$ cat config.mk
export PLATFORM = sky130hd
export DESIGN_NAME = tcq_capture
export DESIGN_NICKNAME = d
export VERILOG_FILES = /design/src/logic/tcq_pkg.sv /design/src/logic/tcq_capture.sv /design/src/logic/tcq_detail_split.sv
export VERILOG_INCLUDE_DIRS = /design/src /design/src/logic
export SDC_FILE = /design/constraint.sdc
export NUM_CORES = 1
export LEC_CHECK = 0
export ABC_AREA = 1
export ABC_CLOCK_PERIOD_IN_PS = 4700
export BUFFER_PORTS_ARGS = -buffer_cell sky130_fd_sc_hd__buf_2
export CAP_MARGIN = 40
export CORE_MARGIN = 2
export CORE_UTILIZATION = 45
export DETAILED_ROUTE_END_ITERATION = 8
export MAX_ROUTING_LAYER = met4
export PLACE_DENSITY_LB_ADDON = 0.1
export SYNTH_ARGS = -nofsm -noshare
export SYNTH_HDL_FRONTEND = slang
export SYNTH_SLANG_ARGS = --single-unit
export TNS_END_PERCENT = 1
$ cat constraint.sdc
create_clock -name clk_sys -period 4.7 [get_ports clk_sys]
set_input_delay 0.94 -clock clk_sys [delete_from_list [all_inputs] [get_ports clk_sys]]
set_output_delay 0.94 -clock clk_sys [all_outputs]
set_load 0.02 [all_outputs]
$ cat src/logic/tcq_cfg.svh
// constants for the trace capture qualifier
// Notes on behaviour
// RULE1: end trigger: trace until final, then disarm
// RULE2: end trigger on flow change: not stored
// RULE3: four trace modes chosen by mode field
// RULE4: capture only while source enable set
// RULE5: normal: store source of taken branches
// RULE6: normal: store indexed jump/call destinations
// RULE7: normal: store return destinations
// RULE8: normal: store vectors except background vectors
// RULE9: plain branches and direct jumps never stored
// RULE10: entry holds full address plus info bits
// RULE11: destination stored at completion despite interrupt
// RULE12: loop filter: copy stored address to compare
// RULE13: loop filter: drop repeated source only
// RULE14: loop filter: destinations and vectors always kept
// RULE15: tight loops may store source twice
// RULE16: detail: store address and data of accesses
// RULE17: detail: info bits give size and direction
// RULE18: detail: skip free and opcode fetch cycles
// RULE19: pure pc: store every executed opcode address
// RULE20: debugger prefers tagged breakpoints to end
// RULE21: detail: address line then data line
// RULE22: size 0 word 1 byte; dir 0 write
// RULE23: vector flag implies destination flag
// RULE24: line counter increments per buffer write
// RULE25: one code per mode, rest as normal
// RULE26: compare register cleared on arm
`ifndef TCQ_CFG_SVH
`define TCQ_CFG_SVH
`define TCQ_ADDR_W 18
`define TCQ_LINE_W 20
`define TCQ_CNT_W 7
`define TCQ_MODE_NORMAL 2'h0
`define TCQ_MODE_LOOP 2'h1
`define TCQ_MODE_DETAIL 2'h2
`define TCQ_MODE_PUREPC 2'h3
`define TCQ_CTRL_RST 4'h0
`define TCQ_ADDR_CTRL 2'h0
`define TCQ_ADDR_CNT 2'h1
`define TCQ_ADDR_STAT 2'h2
`define TCQ_BIT_ENABLE 0
`define TCQ_BIT_ALIGN 1
`define TCQ_BIT_MODE_LO 2
`define TCQ_FLAG_SET 1'b1
`define TCQ_FLAG_CLR 1'b0
`endif

$ cat src/logic/tcq_pkg.sv
// types for the trace capture qualifier
package tcq_pkg;
  typedef enum logic [1:0] {
    TCQ_NORMAL,
    TCQ_LOOP,
    TCQ_DETAIL,
    TCQ_PUREPC
  } tcq_mode_t;
  // one observed cpu event, sampled on the bus clock
  typedef struct packed {
    logic [17:0] addr;
    logic [15:0] data;
    logic br_taken;    // taken conditional branch, addr is source
    logic dst_done;    // indexed jump/call or return completed
    logic vec;         // interrupt vector fetch
    logic bgnd_vec;    // vector belongs to background mode
    logic opcode_exec; // opcode executed, addr is its pc
    logic access;      // memory or register access
    logic free_cyc;
    logic fetch_cyc;
    logic byte_acc;
    logic rd;
  } tcq_cpu_ev_t;
  typedef struct packed {
    logic valid;
    logic [19:0] line;
  } tcq_line_t;
endpackage : tcq_pkg

$ cat src/logic/tcq_capture.sv
// trace capture qualifier: picks cpu activity for the trace buffer
`timescale 1ns/100ps
`default_nettype none
`include "tcq_cfg.svh"
module tcq_capture
  import tcq_pkg::*;
(
  input wire logic clk_sys,
  input wire logic rst_n,
  input wire logic [1:0] reg_addr,
  input wire logic [7:0] reg_wdata,
  input wire logic reg_wr,
  input wire logic reg_rd,
  output logic [7:0] reg_rdata,
  input wire logic arm,
  input wire logic final_state,
  input wire logic trig_on_flow,
  input wire tcq_cpu_ev_t cpu_ev,
  output logic armed,
  output logic disarm,
  output logic buf_we,
  output logic [19:0] buf_wdata,
  output logic [6:0] trace_line_counter
);
  // ------------------------------------------------------------------
  // register port
  // ------------------------------------------------------------------
  logic [3:0] ctrl_q;
  logic [3:0] ctrl_d;
  logic [7:0] rdata_q;
  logic [7:0] rdata_d;
  logic trace_source_enable;
  logic trigger_alignment_select;
  logic [1:0] trace_mode_select;
  tcq_mode_t mode;
  logic armed_q;
  logic [6:0] cnt_q;
  assign trace_source_enable = ctrl_q[`TCQ_BIT_ENABLE];
  assign trigger_alignment_select = ctrl_q[`TCQ_BIT_ALIGN];
  assign trace_mode_select = ctrl_q[`TCQ_BIT_MODE_LO +: 2];
  // all four codes are used, so no leftover maps elsewhere
  assign mode = tcq_mode_t'(trace_mode_select); // RULE3 RULE25
  assign ctrl_d = (reg_wr && reg_addr == `TCQ_ADDR_CTRL)
    ? reg_wdata[3:0] : ctrl_q;
  assign rdata_d = !reg_rd ? 8'h00
    : (reg_addr == `TCQ_ADDR_CTRL) ? {4'h0, ctrl_q}
    : (reg_addr == `TCQ_ADDR_CNT) ? {1'b0, cnt_q}
    : (reg_addr == `TCQ_ADDR_STAT) ? {7'h00, armed_q}
    : 8'h00;
  assign reg_rdata = rdata_q;
  always_ff @(posedge clk_sys or negedge rst_n) begin
    if (!rst_n) begin
      ctrl_q <= `TCQ_CTRL_RST;
      rdata_q <= 8'h00;
    end else begin
      ctrl_q <= ctrl_d;
      rdata_q <= rdata_d;
    end
  end
  // ------------------------------------------------------------------
  // arming
  // ------------------------------------------------------------------
  logic end_hit;
  assign end_hit = armed_q && final_state && !trigger_alignment_select;
  assign disarm = end_hit; // RULE1
  assign armed = armed_q;
  always_ff @(posedge clk_sys or negedge rst_n) begin
    if (!rst_n) begin
      armed_q <= 1'b0;
    end else if (end_hit) begin
      armed_q <= 1'b0; // RULE1
    end else if (arm) begin
      armed_q <= 1'b1;
    end
  end
  // ------------------------------------------------------------------
  // event selection
  // ------------------------------------------------------------------
  logic [17:0] last_q;
  logic last_vld_q;
  logic cap_ok;
  logic is_src;
  logic is_dst;
  logic is_vec;
  logic dup_src;
  logic flow_pick;
  logic detail_pick;
  logic pc_pick;
  logic busy;
  logic store_flow;
  logic store_detail;
  logic [19:0] flow_line;
  logic [19:0] det_addr_line;
  logic [19:0] det_data_line;
  logic is_flow_mode;
  // trigger event itself is dropped on end-aligned flow change
  assign cap_ok = trace_source_enable && armed_q // RULE4
    && !(end_hit && trig_on_flow); // RULE2
  // direct jumps and plain branches never raise these strobes
  assign is_src = cpu_ev.br_taken; // RULE5 RULE9
  assign is_dst = cpu_ev.dst_done; // RULE6 RULE7 RULE11
  assign is_vec = cpu_ev.vec && !cpu_ev.bgnd_vec; // RULE8
  assign is_flow_mode = (mode == TCQ_NORMAL) || (mode == TCQ_LOOP);
  // the compare updates at the edge after a store, so a refetch in the next cycle is already dropped
  assign dup_src = (mode == TCQ_LOOP) && is_src && !is_dst && !is_vec
    && last_vld_q && (last_q == cpu_ev.addr); // RULE13 RULE14 RULE15
  assign flow_pick = is_flow_mode && (is_src || is_dst || is_vec)
    && !dup_src;
  assign detail_pick = (mode == TCQ_DETAIL) && cpu_ev.access
    && !cpu_ev.free_cyc && !cpu_ev.fetch_cyc; // RULE16 RULE18
  assign pc_pick = (mode == TCQ_PUREPC) && cpu_ev.opcode_exec; // RULE19
  assign store_flow = cap_ok && (flow_pick || pc_pick);
  assign store_detail = cap_ok && detail_pick && !busy;
  // vector implies destination flag
  assign flow_line = {
    (is_dst || is_vec) && !is_src && (mode != TCQ_PUREPC),
    is_vec && (mode != TCQ_PUREPC),
    cpu_ev.addr}; // RULE10 RULE23
  assign det_addr_line = {cpu_ev.byte_acc, cpu_ev.rd,
    cpu_ev.addr}; // RULE17 RULE22
  // byte data sits in the low byte with the high byte cleared
  assign det_data_line = {4'h0,
    cpu_ev.byte_acc ? 8'h00 : cpu_ev.data[15:8],
    cpu_ev.data[7:0]};
  always_ff @(posedge clk_sys or negedge rst_n) begin
    if (!rst_n) begin
      last_q <= 18'h00000;
      last_vld_q <= 1'b0;
    end else if (arm && !armed_q) begin
      last_vld_q <= 1'b0; // RULE26
    end else if (store_flow && mode == TCQ_LOOP) begin
      last_q <= cpu_ev.addr; // RULE12
      last_vld_q <= 1'b1;
    end
  end
  // ------------------------------------------------------------------
  // buffer write and line counter
  // ------------------------------------------------------------------
  tcq_line_t det_out;
  logic we_q;
  logic [19:0] wd_q;
  tcq_detail_split u_split (
    .clk_sys(clk_sys),
    .rst_n(rst_n),
    .start(store_detail),
    .addr_line(det_addr_line),
    .data_line(det_data_line),
    .busy(busy),
    .out(det_out)
  );
  assign buf_we = we_q | det_out.valid;
  assign buf_wdata = det_out.valid ? det_out.line : wd_q;
  assign trace_line_counter = cnt_q;
  always_ff @(posedge clk_sys or negedge rst_n) begin
    if (!rst_n) begin
      we_q <= 1'b0;
      wd_q <= 20'h00000;
      cnt_q <= 7'h00;
    end else begin
      we_q <= store_flow;
      wd_q <= flow_line;
      if (arm && !armed_q) begin
        cnt_q <= 7'h00;
      end else if (buf_we) begin
        cnt_q <= cnt_q + 7'h01; // RULE24
      end
    end
  end
  // ------------------------------------------------------------------
  // checks
  // ------------------------------------------------------------------
  property p_noen;
    @(posedge clk_sys) disable iff (!rst_n)
      !trace_source_enable |-> !store_flow && !store_detail;
  endproperty
  a_noen: assert property (p_noen) else $error("store while off"); // RULE4
  property p_cnt;
    @(posedge clk_sys) disable iff (!rst_n)
      buf_we && !(arm && !armed_q) |=> cnt_q == $past(cnt_q) + 7'h01;
  endproperty
  a_cnt: assert property (p_cnt) else $error("count miss"); // RULE24
  property p_two;
    @(posedge clk_sys) disable iff (!rst_n)
      store_detail |=> det_out.valid ##1 det_out.valid;
  endproperty
  a_two: assert property (p_two) else $error("detail lines"); // RULE21
  property p_disarm;
    @(posedge clk_sys) disable iff (!rst_n)
      end_hit |=> !armed_q;
  endproperty
  a_disarm: assert property (p_disarm) else $error("no disarm"); // RULE1
  property p_vec;
    @(posedge clk_sys) disable iff (!rst_n)
      we_q && wd_q[18] |-> wd_q[19];
  endproperty
  a_vec: assert property (p_vec) else $error("vector flag"); // RULE23
  property p_dup;
    @(posedge clk_sys) disable iff (!rst_n)
      dup_src |-> !store_flow;
  endproperty
  a_dup: assert property (p_dup) else $error("dup stored"); // RULE13
  property p_fetch;
    @(posedge clk_sys) disable iff (!rst_n)
      cpu_ev.fetch_cyc || cpu_ev.free_cyc |-> !store_detail;
  endproperty
  a_fetch: assert property (p_fetch) else $error("fetch stored"); // RULE18
  property p_trig;
    @(posedge clk_sys) disable iff (!rst_n)
      end_hit && trig_on_flow |=> !we_q;
  endproperty
  a_trig: assert property (p_trig) else $error("trigger stored"); // RULE2
endmodule : tcq_capture
`default_nettype wire

$ cat src/logic/tcq_detail_split.sv
// splits one detail entry into an address line and a data line
`timescale 1ns/100ps
`default_nettype none
`include "tcq_cfg.svh"
module tcq_detail_split
  import tcq_pkg::*;
(
  input wire logic clk_sys,
  input wire logic rst_n,
  input wire logic start,
  input wire logic [19:0] addr_line,
  input wire logic [19:0] data_line,
  output logic busy,
  output tcq_line_t out
);
  logic pend_q;
  logic [19:0] data_q;
  tcq_line_t out_q;
  assign busy = pend_q;
  assign out = out_q;
  always_ff @(posedge clk_sys or negedge rst_n) begin
    if (!rst_n) begin
      pend_q <= 1'b0;
      data_q <= 20'h00000;
      out_q <= '0;
    end else begin
      out_q.valid <= start | pend_q;
      out_q.line <= pend_q ? data_q : addr_line; // RULE21
      pend_q <= start;
      if (start) begin
        data_q <= data_line;
      end
    end
  end
endmodule : tcq_detail_split
`default_nettype wire

After elaboration in Yosys (flattened, before gate mapping). Index checks and enable logic that the tools add are counted.

Add/subtract/negate cells: 1. Eq/ne operators: 7. Multiplexer cells: 13. Bitwise logic cells: 3. Reductions and logical operators: 48.

Operators by type and width (count): 2-to-1 mux 20 bit (2); 2-to-1 mux 7 bit (5); logical AND 1 bit (26); equality test 18 bit (1); zero test 1 bit (11); 2-to-1 mux 8 bit (1); adder 7 x 1 -> 7 bit (second input constant) (1); equality test 2 bit (second input constant) (3); nonzero test 2 bit (3); logical OR 1 bit (5); 2-to-1 mux 1 bit (5); equality test 2 x 1 -> 1 bit (second input constant) (2); zero test 2 bit (2); inequality test 2 bit (second input constant) (1); bitwise OR 1 bit (2); AND reduction 2 bit (1); inverter 1 bit (1).

Register bits after elaboration: 97. Input port bits: 61.

Longest topological paths before layout. Gate-level depths: netlist of run 1.

Depth after elaboration: 13. Gate-level depth with buffers: 13. Mapped depth without buffers: 12.

Hierarchy. Synthesis of run 1 repeated with hierarchy kept, for this count alone.

Cell total of the unflattened synthesis: 562. Area, all modules: 4688.2 µm².

Modules (own cells, without submodules): tcq_capture (instances 1, cells each 389, area an instance 2897.8 µm², sequential area each 1476.4 µm²); tcq_detail_split (instances 1, cells each 173, area an instance 1790.5 µm², sequential area each 1051.0 µm²).

Worst setup path after synthesis of run 1. No wires, ideal clock.

Path type: input to output. From: in final_state. To: out disarm. Data arrival time: 1332 ps. Data required time: 3760 ps. Slack: 2428 ps. Stages on the path: 2. Cell sequence: nand2_1 -> nor2_1.

Cells in the longest elaborated chain, start to end: 2.

RTL lines: start, declared (line tcq_capture.sv:16) `input wire logic final_state,`; logical AND 1 bit (2 in series) (line tcq_capture.sv:64) `assign end_hit = armed_q && final_state && !trigger_alignment_select;`; end, declared (line tcq_capture.sv:20) `output logic disarm,`.

Every way passes these cells.

Final worst setup path of run 1.
From: reg u_split.out_q (netlist bit u_split.out[20]). To: out buf_wdata[2].

Cells in the longest elaborated chain, start to end: 1.

RTL lines: start, declared (line tcq_detail_split.sv:18) `tcq_line_t out_q;`; 2-to-1 mux 20 bit (line tcq_capture.sv:152) `assign buf_wdata = det_out.valid ? det_out.line : wd_q;`; end, declared (line tcq_capture.sv:22) `output logic [19:0] buf_wdata,`.

Every way passes these cells.

==> results of run 1 <==
-- area by class of cell --
class / count / area, sq um / share of cell area (%)
Inverter: 56 / 210.2 / 4.201
Multi-Input combinational cell: 338 / 1484 / 29.66
Clock inverter: 3 / 65.06 / 1.300
Clock buffer: 12 / 145.1 / 2.901
Timing Repair Buffer: 98 / 533.0 / 10.65
Sequential cell: 97 / 2427 / 48.51
Tap cell: 111 / 138.9 / 2.776
-- flip-flops by register name, summed over array words and instances, names as in the netlist --
name,cells
armed,1
ctrl_q,4
last_q,18
last_vld_q,1
reg_rdata,7
trace_line_counter,7
u_split.busy,1
u_split.data_q,16
u_split.out,21
wd_q,20
we_q,1
-- worst min-delay path by stage --
stage                     slack, ps            endpoint  depth (start not counted)
after floorplan                 450   u_split.data_q[0]                          2
after global placement          460   u_split.data_q[3]                          2
after detailed placement        470   u_split.data_q[5]                          2
after CTS                       410            wd_q[11]                          1
after global routing            410  u_split.data_q[11]                          1
final                           420            wd_q[11]                          1
-- cell usage after synthesis, types with 3 or more instances --
cell / count
nor3_1: 5
nand4_1: 19
inv_2: 3
xnor2_1: 3
mux2_2: 3
dfrtp_1: 97
a21oi_1: 8
nand3_1: 13
nor2_1: 30
clkbuf_1: 10
inv_1: 52
nand2_1: 214
o21ai_0: 29
-- layer usage --
metal / GRT usage, % / vias up / wire (um)
met3: 2.705 / 12 / 319
li1: - / 1753 / -
met4: 8.957 / 0 / 148
met2: 32.00 / 74 / 4498
met1: 27.52 / 1631 / 4449
met5: - / - / 0
-- cells by family (layout without fill, tap and decap cells) --
| family | Yosys count | count (layout) |
|---|---|---|
| XOR/XNOR | 3 | 3 |
| AO/OA/AOI/OAI | 38 | 38 |
| AND/OR/NAND/NOR | 292 | 292 |
| multiplexers | 3 | 3 |
| buffers and inverters | 71 | 169 |
| flip-flops | 97 | 97 |
| other | 1 | 1 |
| adder cells (fa/ha/maj) | 1 | 1 |
-- through the flow --
step | hold WS (ps) | utilization, % | setup WS, ps
4_1_cts | 410.4 | 54.67 | 2013
2_1_floorplan | 449.2 | - | 2428
3_3_place_gp | 464.3 | 51.91 | 2137
5_1_grt | 410.0 | 54.67 | 1933
3_5_place_dp | 465.1 | 52.37 | 2136
6_report | 423.4 | 54.67 | 2064
-- critical path: stages, from the launching register on --
cell	delay, ps
dfrtp_1	390
inv_1	560
nand2_1	120
nand2_1	100
buf_2	160
-- power by group --
part | switching (uW) | internal [uW] | total, uW | leakage (uW)
logic | 303 | 179 | 482 | 0.00145
clock network | 278 | 311 | 589 | 0.000106
registers | 93.5 | 984 | 1080 | 0.00120
==> metrics.md, run 1 <==
| Metric | Value |
|---|---|
| Status | completed |
| Syn-to-layout area delta | 19.16% |
| Clk buf depth | 2 |
| Via/cell ratio | 4.853 |
| Post-Synth Simple-Gate Area | 28.99% |
| Number of I/O pins | 99 |
| Leakage | 0.002758 uW |
| Port bufs | 93 |
| Worst Path Required | 3760 ps |
| Design Power | 2148 uW |
| Power Density | 429.4 nW/um^2 |
| Largest family of logic cells by synthesized area | simple AND/OR/NAND/NOR gates |
| Clock latency on the worst-skew pair | 360 ps |
| Worst Hold Class | input port to async pin |
| Synth Instances | 506 |
| CTS Hold Buffers Added | 0 |
| Crit path DAT | 1700 ps |
| Largest net degree at the start of global routing | 55 |
| Critical Path End | buf_wdata[2] |
| Crit end category | primary output |
| Post-Synth Adder-Cell Area | 0.2980% |
| Vias in the first global route | 3298 |
| Final std cell area, no fill | 5004 sq um |
| Routed length per instance | 13.17 um |
| Via count | 3470 |
| DR iter-0 viols | 102 |
| Final Hold Viols | 0 |
| Worst rel slew slack | 49.50% |
| Area of the core | 9153 sq um |
| Worst slew pin tran | 756.7 ps |
| Max-cap viol count | 0 |
| Die area | 10120 sq um |
| GP Congestion | 0.8188 |
| RSZ-0062 raised after global routing | false |
| Share of the synthesized area in the top cell type | 57.81% |
| Most used DFF post-synth | dfrtp_1 |
| Final setup violating endpoints | 0 |
| Synth Area in XOR/XNOR | 0.6257% |
| Dpl hpwl | 6572 um |
| Yosys warns | 0 |
| Critical Path Source | u_split.out[20] |
| Clock sinks | 97 |
| Main area contributors after synthesis | dfrtp_1 (58%), nand2_1 (19%), inv_1 (4.6%), o21ai_0 (3.5%), nand4_1 (2.8%) |
| Crit path launch type | flop |
| R2r setup slk | 2670 ps |
| Critical-path maximum fanout | 20 |
| Peak supply drop | 0.1678 mV |
| Clk slew on worst S/H paths | 90 ps |
| Avg Inst Size Synth | 8.298 sq um |
| Cell Count Post-Placement | 700 |
| Netlist Area Pre-Place | 4199 sq um |
| Clock skew | 7.566 ps |
| Final TNS setup | 0 ps |
| Cts repair resizes | 0 |
| RR Endpoint | last_vld_q |
| Min Tclk post-route | 2636 ps |
| Fillers | 879 |
| Setup CP Type | flop to primary output |
| Post-synth ARST share | 100.0% |
| Period utilization | 56.08% |
| ANT cells | 0 |
| Overflow after GRT | 0 |
| Initial core utilization | 45.88% |
| Compound-Gate Fraction of Synth Area | 4.529% |
| Cell taking the most area after synthesis | dfrtp_1 |
| Post-synth EDFFs | 0 |
| Cell Area, Placed | 4793 sq um |
| Die Y | 100.6 um |
| Max Clk Rate | 379.4 MHz |
| Post-synthesis mux area share | 0.8045% |
| DRT Pass-1 Iters | 4 |
| Gr usage total | 20.69% |
| Die W | 100.6 um |
| Most frequent cells in the layout | nand2_1 (214), dfrtp_1 (97), buf_2 (92), inv_1 (52), nor2_1 (30) |
| Layout cell share with drive strength beyond 1 | 20.86% |
| Setup bufs post-CTS | 0 |
| Most common cell after layout, fill and taps aside | nand2_1 |
| Fin cells | 715 |
| Final Max Tran Viols | 0 |
| Total wire length | 9415 um |
| Reg-to-reg startpoint | ctrl_q[3] |
| CTS tree | built |
| Initial antenna violation count | 0 |
| Post-synthesis register bit count | 97 |
| Mapped Nets | 568 |
| Routed Antenna Nets | 0 |
| Std-Cell Rows | 35 |
| Sequential area share after synthesis | 57.81% |
| DRC Markers | 0 |
| First-pass GRT wire length | 15700 um |
| Root buffer cell | clkbuf_8 |
| R2R cell count | 10 |
| Num CTS Buffers | 9 |
| Yosys cell types | 29 |
| H-tree levels | 3 |
| Total Nets Final | 662 |
Note: power is estimated with default switching activity, not from simulation.
==> run 2: changes to the inputs <==
- ABC_CLOCK_PERIOD_IN_PS: 4700 -> 2500
- clock period: 4.7 -> 2.5 ns (I/O delays scaled with it)
==> metrics.md, run 2 (synthesis results as in run 1) <==
| Metric | Value |
|---|---|
| Std-Cell Rows | 35 (unchanged) |
| H-tree levels | 3 (unchanged) |
| Area of the core | 9153 sq um (unchanged) |
| Power Density | 772.2 nW/um^2 (was 429.4 nW/um^2) |
| Port bufs | 93 (unchanged) |
| Top Family by Delay on Critical Path | flip-flops (was buffers and inverters) |
| Cts repair resizes | 0 (unchanged) |
| Total Nets Final | 664 (was 662) |
| CP dominant cell by count | nand2_1 (unchanged) |
| Crit path launch type | flop (unchanged) |
| Fin util | 54.16% (was 54.67%) |
| Die area | 10120 sq um (unchanged) |
| Die Y | 100.6 um (unchanged) |
| Gr usage total | 20.44% (was 20.69%) |
| Clock skew | 9.608 ps (was 7.566 ps) |
| DR iter-0 viols | 99 (was 102) |
| Peak supply drop | 0.3163 mV (was 0.1678 mV) |
| CTS tree | built (unchanged) |
| Num CTS Buffers | 9 (unchanged) |
| DRT Pass-1 Iters | 5 (was 4) |
| Final TNS setup | 0 ps (unchanged) |
| Worst rel slew slack | 62.64% (was 49.50%) |
| ANT cells | 0 (unchanged) |
| Status | completed (unchanged) |
| Most frequent cells in the layout | nand2_1 (214), dfrtp_1 (97), buf_2 (92), inv_1 (52), nor2_1 (30) (unchanged) |
| Layout cell share with drive strength beyond 1 | 21.25% (was 20.86%) |
| Cell Area, Placed | 4793 sq um (unchanged) |
| Setup CP Type | flop to primary output (unchanged) |
| Max reg flops | 21 (unchanged) |
| Worst slew pin tran | 560.4 ps (was 756.7 ps) |
| Reg-to-reg startpoint | u_split.out[20] (was ctrl_q[3]) |
| Syn-to-layout area delta | 18.06% (was 19.16%) |
| Fillers | 944 (was 879) |
| Setup bufs post-CTS | 0 (unchanged) |
| RSZ-0062 raised after global routing | false (unchanged) |
| Min Tclk post-route | 2166 ps |
| Design Power | 3828 uW (was 2148 uW) |
| RR Endpoint | trace_line_counter[6] (was last_vld_q) |
| R2R cell count | 8 (was 10) |
| Largest net degree at the start of global routing | 68 (was 55) |
| DRC Markers | 0 (unchanged) |
| Final std cell area, no fill | 4957 sq um (was 5004 sq um) |
| Final setup violating endpoints | 0 (unchanged) |
| First-pass GRT wire length | 15670 um (was 15700 um) |
| R2r setup slk | 640 ps (was 2670 ps) |
| Clock latency on the worst-skew pair | 350 ps (was 360 ps) |
| Max Clk Rate | 461.6 MHz |
| Final Max Tran Viols | 0 (unchanged) |
| GP Congestion | 0.8359 (was 0.8188) |
| Routed length per instance | 12.88 um (was 13.17 um) |
| Overflow after GRT | 0 (unchanged) |
| Root buffer cell | clkbuf_8 (unchanged) |
| Vias in the first global route | 3285 (was 3298) |
| Worst Hold Class | input port to async pin (unchanged) |
| Total wire length | 9246 um (was 9415 um) |
| Leakage | 0.002730 uW (was 0.002758 uW) |
| Routed Antenna Nets | 0 (unchanged) |
| Crit path DAT | 1670 ps (was 1700 ps) |
| Die W | 100.6 um (unchanged) |
| Worst Path Required | 2000 ps (was 3760 ps) |
| Slowest CP cell | dfrtp_1 (was inv_1) |
| Period utilization | 86.65% |
| Clk slew on worst S/H paths | 90 ps (about the same) |
| Clk buf depth | 2 (unchanged) |
| CP peak stage delay | 710 ps (was 560 ps) |
| Max-cap viol count | 0 (unchanged) |
| Number of I/O pins | 99 (unchanged) |
| Crit-path cells | inv_1 -> buf_4 -> nand2_1 -> nand2_1 -> buf_2 (was inv_1 -> nand2_1 -> nand2_1 -> buf_2) |
| Via count | 3402 (was 3470) |
| Initial core utilization | 45.88% (unchanged) |
| Crit end category | primary output (unchanged) |
| Critical-path maximum fanout | 20 (unchanged) |
| CTS Hold Buffers Added | 0 (unchanged) |
| Via/cell ratio | 4.738 (was 4.853) |
| Clock sinks | 97 (unchanged) |
| Dpl hpwl | 6488 um (was 6572 um) |
| Critical path buffers and inverters | 3 (was 2) |
| Most common cell after layout, fill and taps aside | nand2_1 (unchanged) |
| Initial antenna violation count | 0 (unchanged) |
| Final Hold Viols | 0 (unchanged) |
run 2: per-layer routing:
metal | GRT usage [%] | wire length [um]
met5 | - | 0
met4 | 6.428 | 68
met3 | 3.467 | 322
met2 | 31.64 | 4338
met1 | 27.69 | 4516
run 2: power by group:
| part | total [uW] | internal (uW) | leakage [uW] | switching (uW) |
|---|---|---|---|---|
| sequential | 2030 | 1850 | 0.00120 | 183 |
| clock | 897 | 360 | 0.0000753 | 537 |
| combinational | 899 | 334 | 0.00145 | 565 |
| total | 3830 | 2540 | 0.00273 | 1280 |
run 2: worst max-delay path by stage:
stage               slack (ps)                end       startpoint  cells past startpoint
floorplan                  750  u_split.data_q[0]            armed                     10
global placement           440          last_q[1]       cpu_ev[37]                     11
detailed placement         420         last_q[11]       cpu_ev[37]                     11
CTS                        300       buf_wdata[2]  u_split.out[20]                      5
global route               220       buf_wdata[7]  u_split.out[20]                      5
finish                     330       buf_wdata[2]  u_split.out[20]                      5
run 2: final cells by class:
type / count / area [sq um] / share of cell area (%)
inverters: 56 / 210.2 / 4.240
clock buffers: 11 / 131.4 / 2.650
repair buffers: 100 / 533.0 / 10.75
multi-input cells: 338 / 1484 / 29.93
well taps: 111 / 138.9 / 2.802
flip-flops and latches: 97 / 2427 / 48.97
clock inverters: 5 / 32.53 / 0.6562
run 2: through the flow:
step	setup WS [ps]	cells	hold WS, ps
after floorplan	753.2	506	204.4
after global placement	441.1	702	461.2
after detailed placement	420.1	702	463.6
after CTS	303.9	718	67.12
after global routing	215.5	718	84.75
final	333.8	718	64.82
